--- src/hw/cdl_defines.vh ---
`ifndef CDL_DEFINES_VH
`define CDL_DEFINES_VH

// ****************************************
// Clock and slow tick
// ****************************************
`define CDL_CLK_PERIOD_NS   4
`define CDL_TICK_PERIOD_NS  1000000
`define CDL_TICK_CYCLES     (`CDL_TICK_PERIOD_NS / `CDL_CLK_PERIOD_NS)
`define CDL_TICK_CNT_W      18

// ****************************************
// Debounce periods, in milliseconds
// ****************************************
// Sized to the debounce counter so the tick counts fit it exactly
`define CDL_DB_CHG_DET_MS   10'h064
`define CDL_DB_BATTERY_VOLTAGE_NODE_FAST_MS 10'h020
`define CDL_DB_BATTERY_VOLTAGE_NODE_SLOW_MS 10'h3e8
`define CDL_DB_BMIN_FALL_MS 10'h3e8
`define CDL_DB_CCCV_MS      10'h064
`define CDL_DB_EOC_MS       10'h001
`define CDL_TICK_MS         10'h001
`define CDL_DB_CNT_W        10
`define CDL_DB_NONE         10'h000

// ****************************************
// Debounce channel indices
// ****************************************
`define CDL_CH_CHG_DET      0
`define CDL_CH_BMIN_FAST    1
`define CDL_CH_BMIN_SLOW    2
`define CDL_CH_BON_FAST     3
`define CDL_CH_BON_SLOW     4
`define CDL_CH_CCCV         5
`define CDL_CH_EOC          6
`define CDL_NUM_CH          7

// ****************************************
// Charge current setting codes
// ****************************************
`define CDL_ICHG_LOWEST     4'h0
`define CDL_ICHG_LOW        4'h1

// ****************************************
// Register map (byte addresses)
// ****************************************
`define CDL_ADDR_W          4
`define CDL_REG_CTRL        4'h0
`define CDL_REG_STATUS      4'h4
`define CDL_REG_EVENT       4'h8
`define CDL_CTRL_RESET      8'h00

// CTRL fields
`define CDL_CTRL_FORCE_BIT  0
`define CDL_CTRL_SWCHG_BIT  1
`define CDL_CTRL_ICHG_LSB   4
`define CDL_CTRL_ICHG_MSB   7

// EVENT fields
`define CDL_EVT_CCCV_BIT    0
`define CDL_EVT_EOC_BIT     1

// AXI responses
`define CDL_RESP_OKAY       2'h0
`define CDL_RESP_SLVERR     2'h2

`endif

--- src/hw/cdl_charger_detect.v ---
// Design decisions made here: the placing of the registers and register access over AXI4-Lite.
`timescale 1ns/1ps
// Functional notes
// - Insertion needs valid and presence both high at low settings or idle
// - Low settings or idle: valid and presence
// - Other settings: presence or current, ignore valid
// - Charger detect debounced 100 ms, both edges
// - Battery levels: 32 ms and 1 s rising
// - Battery minimum falling edge 1 s, both outputs
// - Separate fast and slow battery outputs
// - Events on transition and end-of-charge crossings
// - Thermistor in range between both thresholds
// - LED on with standalone charging, stays controlled
// - LED off at end of charge unless forced
// - Force bit: 0 automatic, 1 forced on
// - Software charging: LED follows force bit only
`include "cdl_defines.vh"

module cdl_charger_detect #(
  parameter TICK_CYCLES = `CDL_TICK_CYCLES
) (
  // Clock and reset
  input  wire                      aclk,
  input  wire                      aresetn,
  // AXI4-Lite write address
  input  wire                      s_axi_awvalid,
  output wire                      s_axi_awready,
  input  wire [`CDL_ADDR_W-1:0]    s_axi_awaddr,
  // AXI4-Lite write data
  input  wire                      s_axi_wvalid,
  output wire                      s_axi_wready,
  input  wire [31:0]               s_axi_wdata,
  input  wire [3:0]                s_axi_wstrb,
  // AXI4-Lite write response
  output wire                      s_axi_bvalid,
  input  wire                      s_axi_bready,
  output wire [1:0]                s_axi_bresp,
  // AXI4-Lite read address
  input  wire                      s_axi_arvalid,
  output wire                      s_axi_arready,
  input  wire [`CDL_ADDR_W-1:0]    s_axi_araddr,
  // AXI4-Lite read data
  output wire                      s_axi_rvalid,
  input  wire                      s_axi_rready,
  output wire [31:0]               s_axi_rdata,
  output wire [1:0]                s_axi_rresp,
  // Raw comparators
  input  wire                      charger_valid_cmp,
  input  wire                      charger_presence_cmp,
  input  wire                      end_of_charge_current,
  input  wire                      battery_minimum_level,
  input  wire                      battery_operating_level,
  input  wire                      cc_to_cv_transition_level,
  input  wire                      thermistor_below_low_cmp,
  input  wire                      thermistor_above_high_cmp,
  // Charger state machine
  input  wire                      charging_active,
  input  wire                      charge_sm_running,
  input  wire                      charge_sm_done,
  // Debounced status
  output wire                      charger_detected,
  output wire                      battery_minimum_fast,
  output wire                      battery_minimum_slow,
  output wire                      battery_operating_fast,
  output wire                      battery_operating_slow,
  output wire                      cc_to_cv_debounced,
  output wire                      end_of_charge_debounced,
  output wire                      thermistor_in_range,
  // Events and LED
  output wire                      transition_interrupt,
  output wire                      end_of_charge_interrupt,
  output wire                      charge_indicator_sink
);

  // ****************************************
  // Slow tick
  // ****************************************
  reg  [`CDL_TICK_CNT_W-1:0] tick_cnt_q;
  reg                        tick_q;
  wire [`CDL_TICK_CNT_W-1:0] tick_last;
  wire [31:0]                tick_last_full;

  assign tick_last_full = TICK_CYCLES - 1;
  assign tick_last      = tick_last_full[`CDL_TICK_CNT_W-1:0];

  always @(posedge aclk) begin
    if (!aresetn) begin
      tick_cnt_q <= {`CDL_TICK_CNT_W{1'b0}};
      tick_q     <= 1'b0;
    end else if (tick_cnt_q == tick_last) begin
      tick_cnt_q <= {`CDL_TICK_CNT_W{1'b0}};
      tick_q     <= 1'b1;
    end else begin
      tick_cnt_q <= tick_cnt_q + 1'b1;
      tick_q     <= 1'b0;
    end
  end

  // ****************************************
  // Control register state
  // ****************************************
  reg        force_on_q;
  reg        sw_charge_q;
  reg  [3:0] ichg_q;
  reg  [1:0] event_q;

  // ****************************************
  // Charger detection combine
  // ****************************************
  wire low_setting;
  wire chg_raw;

  assign low_setting = (ichg_q == `CDL_ICHG_LOWEST) || (ichg_q == `CDL_ICHG_LOW);

  // Valid drop only counts as removal in the low-current or idle case
  assign chg_raw = (low_setting || !charging_active) ?
                   (charger_valid_cmp & charger_presence_cmp) :
                   (charger_presence_cmp | end_of_charge_current);

  // ****************************************
  // Debouncers
  // ****************************************
  wire [`CDL_NUM_CH-1:0] db_in;
  wire [`CDL_NUM_CH-1:0] db_out;
  wire [`CDL_NUM_CH-1:0] db_chg;

  assign db_in[`CDL_CH_CHG_DET]   = chg_raw;
  assign db_in[`CDL_CH_BMIN_FAST] = battery_minimum_level;
  assign db_in[`CDL_CH_BMIN_SLOW] = battery_minimum_level;
  assign db_in[`CDL_CH_BON_FAST]  = battery_operating_level;
  assign db_in[`CDL_CH_BON_SLOW]  = battery_operating_level;
  assign db_in[`CDL_CH_CCCV]      = cc_to_cv_transition_level;
  assign db_in[`CDL_CH_EOC]       = end_of_charge_current;

  // Period in ticks for a move to the high level
  function [`CDL_DB_CNT_W-1:0] rise_ticks;
    input integer ch;
    begin
      case (ch)
        `CDL_CH_CHG_DET:   rise_ticks = `CDL_DB_CHG_DET_MS / `CDL_TICK_MS;
        `CDL_CH_BMIN_FAST: rise_ticks = `CDL_DB_BATTERY_VOLTAGE_NODE_FAST_MS / `CDL_TICK_MS;
        `CDL_CH_BMIN_SLOW: rise_ticks = `CDL_DB_BATTERY_VOLTAGE_NODE_SLOW_MS / `CDL_TICK_MS;
        `CDL_CH_BON_FAST:  rise_ticks = `CDL_DB_BATTERY_VOLTAGE_NODE_FAST_MS / `CDL_TICK_MS;
        `CDL_CH_BON_SLOW:  rise_ticks = `CDL_DB_BATTERY_VOLTAGE_NODE_SLOW_MS / `CDL_TICK_MS;
        `CDL_CH_CCCV:      rise_ticks = `CDL_DB_CCCV_MS / `CDL_TICK_MS;
        default:           rise_ticks = `CDL_DB_EOC_MS / `CDL_TICK_MS;
      endcase
    end
  endfunction

  // Period in ticks for a move to the low level; none means at once
  function [`CDL_DB_CNT_W-1:0] fall_ticks;
    input integer ch;
    begin
      case (ch)
        `CDL_CH_CHG_DET:   fall_ticks = `CDL_DB_CHG_DET_MS / `CDL_TICK_MS;
        `CDL_CH_BMIN_FAST: fall_ticks = `CDL_DB_BMIN_FALL_MS / `CDL_TICK_MS;
        `CDL_CH_BMIN_SLOW: fall_ticks = `CDL_DB_BMIN_FALL_MS / `CDL_TICK_MS;
        `CDL_CH_BON_FAST:  fall_ticks = `CDL_DB_NONE;
        `CDL_CH_BON_SLOW:  fall_ticks = `CDL_DB_NONE;
        `CDL_CH_CCCV:      fall_ticks = `CDL_DB_CCCV_MS / `CDL_TICK_MS;
        default:           fall_ticks = `CDL_DB_EOC_MS / `CDL_TICK_MS;
      endcase
    end
  endfunction

  genvar g;
  generate
    for (g = 0; g < `CDL_NUM_CH; g = g + 1) begin : g_db
      reg  [`CDL_DB_CNT_W-1:0] cnt_q;
      reg                      out_q;
      reg                      chg_q;
      wire [`CDL_DB_CNT_W-1:0] per;
      wire [`CDL_DB_CNT_W-1:0] cnt_inc;

      assign per     = db_in[g] ? rise_ticks(g) : fall_ticks(g);
      assign cnt_inc = cnt_q + 1'b1;

      // Tick phase is free running, so the real wait is period minus up to one tick
      always @(posedge aclk) begin
        if (!aresetn) begin
          cnt_q <= {`CDL_DB_CNT_W{1'b0}};
          out_q <= 1'b0;
          chg_q <= 1'b0;
        end else if (db_in[g] == out_q) begin
          cnt_q <= {`CDL_DB_CNT_W{1'b0}};
          chg_q <= 1'b0;
        end else if (per == `CDL_DB_NONE) begin
          out_q <= db_in[g];
          chg_q <= 1'b1;
        end else if (tick_q && (cnt_inc >= per)) begin
          cnt_q <= {`CDL_DB_CNT_W{1'b0}};
          out_q <= db_in[g];
          chg_q <= 1'b1;
        end else begin
          cnt_q <= tick_q ? cnt_inc : cnt_q;
          chg_q <= 1'b0;
        end
      end

      assign db_out[g] = out_q;
      assign db_chg[g] = chg_q;
    end
  endgenerate

  // Fast and slow copies are kept apart for the charger flow
  assign charger_detected        = db_out[`CDL_CH_CHG_DET];
  assign battery_minimum_fast    = db_out[`CDL_CH_BMIN_FAST];
  assign battery_minimum_slow    = db_out[`CDL_CH_BMIN_SLOW];
  assign battery_operating_fast  = db_out[`CDL_CH_BON_FAST];
  assign battery_operating_slow  = db_out[`CDL_CH_BON_SLOW];
  assign cc_to_cv_debounced      = db_out[`CDL_CH_CCCV];
  assign end_of_charge_debounced = db_out[`CDL_CH_EOC];

  // Crossing in either direction raises the event
  assign transition_interrupt    = db_chg[`CDL_CH_CCCV];
  assign end_of_charge_interrupt = db_chg[`CDL_CH_EOC];

  // ****************************************
  // Thermistor window and LED
  // ****************************************
  reg therm_q;
  reg led_q;

  always @(posedge aclk) begin
    if (!aresetn) begin
      therm_q <= 1'b0;
      led_q   <= 1'b0;
    end else begin
      therm_q <= thermistor_below_low_cmp & thermistor_above_high_cmp;
      if (sw_charge_q)
        led_q <= force_on_q;
      else
        led_q <= force_on_q | (charge_sm_running & ~charge_sm_done);
    end
  end

  assign thermistor_in_range   = therm_q;
  assign charge_indicator_sink = led_q;

  // ****************************************
  // AXI4-Lite write path
  // ****************************************
  reg                   aw_have_q;
  reg                   w_have_q;
  reg [`CDL_ADDR_W-1:0] aw_addr_q;
  reg [7:0]             w_data_q;
  reg                   w_lane0_q;
  reg                   bvalid_q;
  reg [1:0]             bresp_q;
  wire                  aw_take;
  wire                  w_take;
  wire                  do_write;
  wire                  wr_ctrl;
  wire                  wr_event;
  wire [1:0]            evt_set;
  wire [1:0]            evt_clr;

  assign s_axi_awready = ~aw_have_q & ~bvalid_q;
  assign s_axi_wready  = ~w_have_q & ~bvalid_q;
  assign aw_take       = s_axi_awvalid & s_axi_awready;
  assign w_take        = s_axi_wvalid & s_axi_wready;
  assign do_write      = aw_have_q & w_have_q;
  assign wr_ctrl       = do_write & w_lane0_q & (aw_addr_q == `CDL_REG_CTRL);
  assign wr_event      = do_write & w_lane0_q & (aw_addr_q == `CDL_REG_EVENT);
  assign evt_set       = {db_chg[`CDL_CH_EOC], db_chg[`CDL_CH_CCCV]};
  assign evt_clr       = wr_event ? w_data_q[1:0] : 2'h0;

  always @(posedge aclk) begin
    if (!aresetn) begin
      aw_have_q   <= 1'b0;
      w_have_q    <= 1'b0;
      aw_addr_q   <= {`CDL_ADDR_W{1'b0}};
      w_data_q    <= 8'h00;
      w_lane0_q   <= 1'b0;
      bvalid_q    <= 1'b0;
      bresp_q     <= `CDL_RESP_OKAY;
      force_on_q  <= 1'b0;
      sw_charge_q <= 1'b0;
      ichg_q      <= 4'h0;
      event_q     <= 2'h0;
    end else begin
      if (aw_take) begin
        aw_have_q <= 1'b1;
        aw_addr_q <= s_axi_awaddr;
      end
      if (w_take) begin
        w_have_q  <= 1'b1;
        w_data_q  <= s_axi_wdata[7:0];
        w_lane0_q <= s_axi_wstrb[0];
      end
      if (do_write) begin
        aw_have_q <= 1'b0;
        w_have_q  <= 1'b0;
        bvalid_q  <= 1'b1;
        bresp_q   <= ((aw_addr_q == `CDL_REG_CTRL) || (aw_addr_q == `CDL_REG_STATUS) ||
                      (aw_addr_q == `CDL_REG_EVENT)) ? `CDL_RESP_OKAY : `CDL_RESP_SLVERR;
      end else if (bvalid_q && s_axi_bready) begin
        bvalid_q <= 1'b0;
      end
      if (wr_ctrl) begin
        force_on_q  <= w_data_q[`CDL_CTRL_FORCE_BIT];
        sw_charge_q <= w_data_q[`CDL_CTRL_SWCHG_BIT];
        ichg_q      <= w_data_q[`CDL_CTRL_ICHG_MSB:`CDL_CTRL_ICHG_LSB];
      end
      // A new event in the clearing cycle stays set
      event_q <= (event_q & ~evt_clr) | evt_set;
    end
  end

  assign s_axi_bvalid = bvalid_q;
  assign s_axi_bresp  = bresp_q;

  // ****************************************
  // AXI4-Lite read path
  // ****************************************
  reg        rvalid_q;
  reg [31:0] rdata_q;
  reg [1:0]  rresp_q;

  assign s_axi_arready = ~rvalid_q;

  always @(posedge aclk) begin
    if (!aresetn) begin
      rvalid_q <= 1'b0;
      rdata_q  <= 32'h0000_0000;
      rresp_q  <= `CDL_RESP_OKAY;
    end else if (s_axi_arvalid && !rvalid_q) begin
      rvalid_q <= 1'b1;
      rresp_q  <= `CDL_RESP_OKAY;
      case (s_axi_araddr)
        `CDL_REG_CTRL:
          rdata_q <= {24'h00_0000, ichg_q, 2'h0, sw_charge_q, force_on_q};
        `CDL_REG_STATUS:
          rdata_q <= {23'h00_0000, led_q, therm_q, db_out};
        `CDL_REG_EVENT:
          rdata_q <= {30'h0000_0000, event_q};
        default: begin
          rdata_q <= 32'h0000_0000;
          rresp_q <= `CDL_RESP_SLVERR;
        end
      endcase
    end else if (rvalid_q && s_axi_rready) begin
      rvalid_q <= 1'b0;
    end
  end

  assign s_axi_rvalid = rvalid_q;
  assign s_axi_rdata  = rdata_q;
  assign s_axi_rresp  = rresp_q;

endmodule // cdl_charger_detect

--- config.mk ---
export PLATFORM = sky130hd
export DESIGN_NAME = cdl_charger_detect
export DESIGN_NICKNAME = d
export VERILOG_FILES = /design/src/hw/cdl_charger_detect.v
export VERILOG_INCLUDE_DIRS = /design/src /design/src/hw
export SDC_FILE = /design/constraint.sdc
export NUM_CORES = 1
export LEC_CHECK = 0
export BUFFER_PORTS_ARGS = -buffer_cell sky130_fd_sc_hd__buf_2
export CAP_MARGIN = 10
export CORE_MARGIN = 1.5
export CORE_UTILIZATION = 57
export DETAILED_ROUTE_END_ITERATION = 8
export MAX_ROUTING_LAYER = met4
export PLACE_DENSITY = 0.9
export SYNTH_ARGS = -nofsm -noshare
export SYNTH_HDL_FRONTEND = slang
export SYNTH_SLANG_ARGS = --single-unit
--- constraint.sdc ---
create_clock -name aclk -period 3.55 [get_ports aclk]
set_input_delay 0.5325 -clock aclk [delete_from_list [all_inputs] [get_ports aclk]]
set_output_delay 0.5325 -clock aclk [all_outputs]
set_load 0.05 [all_outputs]
---- Word-level counts from Yosys, hierarchy flattened ----
Index checks and enable logic that the tools add are counted.
cells by class
  order comparisons ....................... 7
  equality and inequality tests ........... 13
  bitwise operators ....................... 32
  add/subtract/negate cells ............... 8
  reduce and logical (&&, ||, !) cells .... 52
  multiplexer cells ....................... 28
operators with widths
  cell                     count
  $mux W10                 8
  $add A10 B1 Y10 const B  7
  $logic_not A10 Y1        3
  $pmux W9 S3              1
  $ge A10 B10 Y1           2
  $ge A10 B7 Y1 const B    2
  $reduce_and A2 Y1        10
  $add A18 B1 Y18 const B  1
  $eq A18 B18 Y1 const B   1
  $not A1 Y1               16
  $reduce_bool A2 Y1       8
  $mux W1                  15
  $reduce_or A3 Y1         5
  $reduce_or A2 Y1         7
  $logic_not A4 Y1         3
  $and A1 B1 Y1            11
  $ge A10 B1 Y1 const B    1
  $ge A10 B10 Y1 const B   1
  $ge A10 B6 Y1            1
  $logic_and A1 B1 Y1      10
  $eq A4 B3 Y1 const B     2
  $eq A4 B4 Y1 const B     2
  $eq A1 B1 Y1             7
  $mux W2                  3
  other kinds (8)          13
word-level totals
  word-level logic and storage cells ...... 174
  input port bits ......................... 62
  flip-flop bits (word level) ............. 161

---- Depth between registers and ports, before layout ----
  depth after elaboration ................. 7
  mapped depth ............................ 13
  mapped depth without buffers ............ 12

---- Worst setup path before layout ----
No wires, ideal clock.
  path type ............................... reg-to-reg
  start point ............................. reg g_db[4].cnt_q[0]
  end point ............................... reg g_db[4].cnt_q[3]
  cell stages (with the launch flop) ...... 13
  data arrival time ....................... 2.504 ns
  data required time ...................... 3.474 ns
  library setup time ...................... 0.076 ns
  slack ................................... 0.971 ns
  cells stage by stage .................... dfxtp_1 -> ha_1 -> nand2_1 -> nor2_1 -> nand3_1 -> xnor2_1 -> ha_1 -> and4_1 -> and4_1 -> nand4_1 -> nand3_1 -> or4_1 -> a31oi_1
on the way
  cells in the longest elaborated chain, start to end .. 5
ends and longest elaborated chain
  what                          RTL line                  text
  start: declaration            cdl_charger_detect.v:170  reg [`CDL_DB_CNT_W-1:0] cnt_q;
  start signal: assignment      cdl_charger_detect.v:182  cnt_q <= {`CDL_DB_CNT_W{1'b0}};
  start signal: assignment      cdl_charger_detect.v:186  cnt_q <= {`CDL_DB_CNT_W{1'b0}};
  start signal: assignment      cdl_charger_detect.v:192  cnt_q <= {`CDL_DB_CNT_W{1'b0}};
  $add A10 B1 Y10 (*)           cdl_charger_detect.v:177  assign cnt_inc = cnt_q + 1'b1;
  $ge A10 B10 Y1                cdl_charger_detect.v:191  end else if (tick_q && (cnt_inc >= per)) begin
  $logic_and A1 B1 Y1           cdl_charger_detect.v:191
  $reduce_bool A2 Y1 (no line)  -
  $reduce_and A2 Y1 (no line)   -
Mark *: on every way between the ends. The rest lies on a longest branch, timed or not. The select of a mux whose other input is x is not followed.
A chain may end at the register's enable or synchronous reset.

---- Worst setup path in the final report ----
Ends and elaborated chain as after synthesis.

==> results.toml <==
[run_status]
status = "completed"

[global_route]
use_met1_pct = 31.3
antenna_found_initial = 0
grt_start_max_net_pins = 47
grt_pass1_wl_um = 26800
grt_pass1_vias = 5748
use_met3_pct = 6.72
busiest_layer = "met2"
overflow = 0
grtUsageMet2_pct = 43.5
grt_use_total_pct = 26.5

[routing]
ant_nets = 0
wl_per_cell_um = 15.5
drtIter0Drc = 629
vias_per_cell = 5.83
num_vias = 6160
drc_errors = 0
routed_wl_um = 16400
drt-pass1-iter-count = 5

[logic_synthesis]
syn_area_um2 = 7070
ys.flop_type = "dfxtp_1"
yosys.area.top_type_share_pct = 38.0
synthTopCellsByCount = "dfxtp_1 (134), nand2_1 (90), nor2_1 (83)"
synth_cell_types = 71
netlist_instances = 831
seq_area_frac_synth_pct = 38.0
ys_top_cells_by_area = "dfxtp_1 (38%), xor2_1 (4.8%), ha_1 (4.8%)"
yosysMostFrequentCell = "dfxtp_1"
ys_async_sr_fraction_pct = 0
yosys_warnings = 0
ys_ff_latch = 134
synth_top_area_cell = "dfxtp_1"
synth-edff-count = 0
synth_area_per_cell_um2 = 8.51

[final_layout]
regArea_um2 = 2680
finalNonFillerCells = 1057
fin_nets = 965
fillCellCount = 906
multi_input_area_um2 = 4070
n_antenna_cell = 0
finish.utilization_pct = 66.7
final_layout_size_suffix_gt1_share_pct = 12.1
final_cell_area_um2 = 8040
area_growth_pct = 13.8

[die]
placementRows = 40
core_um2 = 12100
initial_core_util_pct = 58.6
fp.dieH_um = 114
dieWidth_um = 114
boundaryPins = 114
dieArea_um2 = 13100

[timing]
fmax_ghz = 0.330
setup_viol = 0
finalCritPeriodShare_pct = 85.4
final.setup.tns_ns = 0
rsz0062_at_grt = "false"
tightest_slew_ns = 0.826
period_needed_ns = 3.03
fin_ws_ns = 0.520
hold_viol_final = 0
maxSlewViolCount = 0
hold_ws_ns = 0.342
fin_skew_ns = 0.00591
relSlewSlack_pct = 44.8

[clocking]
tritoncts = "yes"
hold_buffers = 0
cts_num_sinks = 134
cts_buffer_depth = 2
cts_root_buf = "clkbuf_16"
postCtsSetupRepairBufs = 0
cts.htree.levels = 4
clock_latency_ns = 0.42
path_clk_slew_ns = 0.06
postCtsResizedCells = 0
numCtsBuffers = 17

[setup_path]
crit_type = "register to register"
worstPathArrival_ns = 3.37
required_ns = 3.89
startpoint_type = "register"
crit_path_end_kind = "register"
path_max_fanout = 6

[place]
place_area_um2 = 7350
placement.io_buffers = 59
hpwl_um = 10200
gp_congestion = 0.876
post-place-ws_ns = 0.611
placedCellCount = 1025

[flow_run]
cap_violations = 0

[pwr]
total_power_mw = 3.83
vdd_drop_max_mv = 0.339
p_leak_nw = 3.20
power_density_nw_per_um2 = 476

[worst_hold_path]
hp-class = "input pin to register"
registers in the layout, summed over array words and instances, names as in the netlist, 2 cells and up:
signal	flops
g_db.cnt_q	70
tick_cnt_q	18
s_axi_rdata	9
w_data_q	6
aw_addr_q	4
ichg_q	4
event_q	2
cell families after synthesis:
logic type	synth area share [%]
other cells	0.0531
mux	4.41
fa+ha+maj	4.78
compound gates	12.1
flops	38.0
buf+inv	5.70
xor+xnor	8.92
simple gates	26.1
where the power goes:
| part | internal (mW) | switching [mW] | leakage [nW] |
|---|---|---|---|
| clock network | 1.40 | 0.665 | 0.329 |
| registers | 1.52 | 0.0139 | 1.08 |
| logic | 0.0567 | 0.163 | 1.79 |
worst max-delay path, cell delays in order, from the launching register on:
cell and delay, ns:
dfxtp_1 0.39, ha_1 0.22, nand2_1 0.09, nor2_1 0.24, nand3_1 0.15, xnor2_1 0.23
ha_1 0.28, and4_1 0.18, and4_1 0.19, nand4_1 0.10, nand3_1 0.23, or4_1 0.47
a31oi_1 0.18
worst paths after layout:
check	startpoint	endpoint	slack [ns]	cells past startpoint
min reg2reg	tick_cnt_q[0]$_SDFF_PP0_	tick_cnt_q[0]$_SDFF_PP0_	0.45	1
max	g_db[4].cnt_q[0]$_SDFFE_PP0P_	g_db[4].cnt_q[3]$_SDFFE_PP0P_	0.52	12
min	thermistor_above_high_cmp	thermistor_in_range$_SDFF_PN0_	0.34	2
max reg2reg	g_db[4].cnt_q[0]$_SDFFE_PP0P_	g_db[4].cnt_q[3]$_SDFFE_PP0P_	0.52	12
cells in the final DEF (no fill, tap or decap), types with 25 or more instances in the layout:
cell,Yosys,routed
xnor2_1,33,33
xor2_1,39,39
dfxtp_1,134,133
nand3_1,36,36
nor2b_1,28,28
a21oi_1,33,33
buf_2,10,59
ha_1,27,27
nand2_1,90,90
mux2i_1,30,30
conb_1,1,25
nor2_1,83,83
cell type report:
cell class,instances,area share (%)
Clock buffer,19,5.51
Clock inverter,13,3.13
Inverter,17,0.793
Multi-Input combinational cell,644,50.6
Sequential cell,134,33.4
Tap cell,168,2.61
Timing Repair Buffer,62,3.95
layer usage:
metal,wire [µm],part of all wire [%]
met2,8070,49
met3,951,5.8
met5,0,0
met4,423,2.6
met1,6970,42
(Power assumes the default switching activity.)
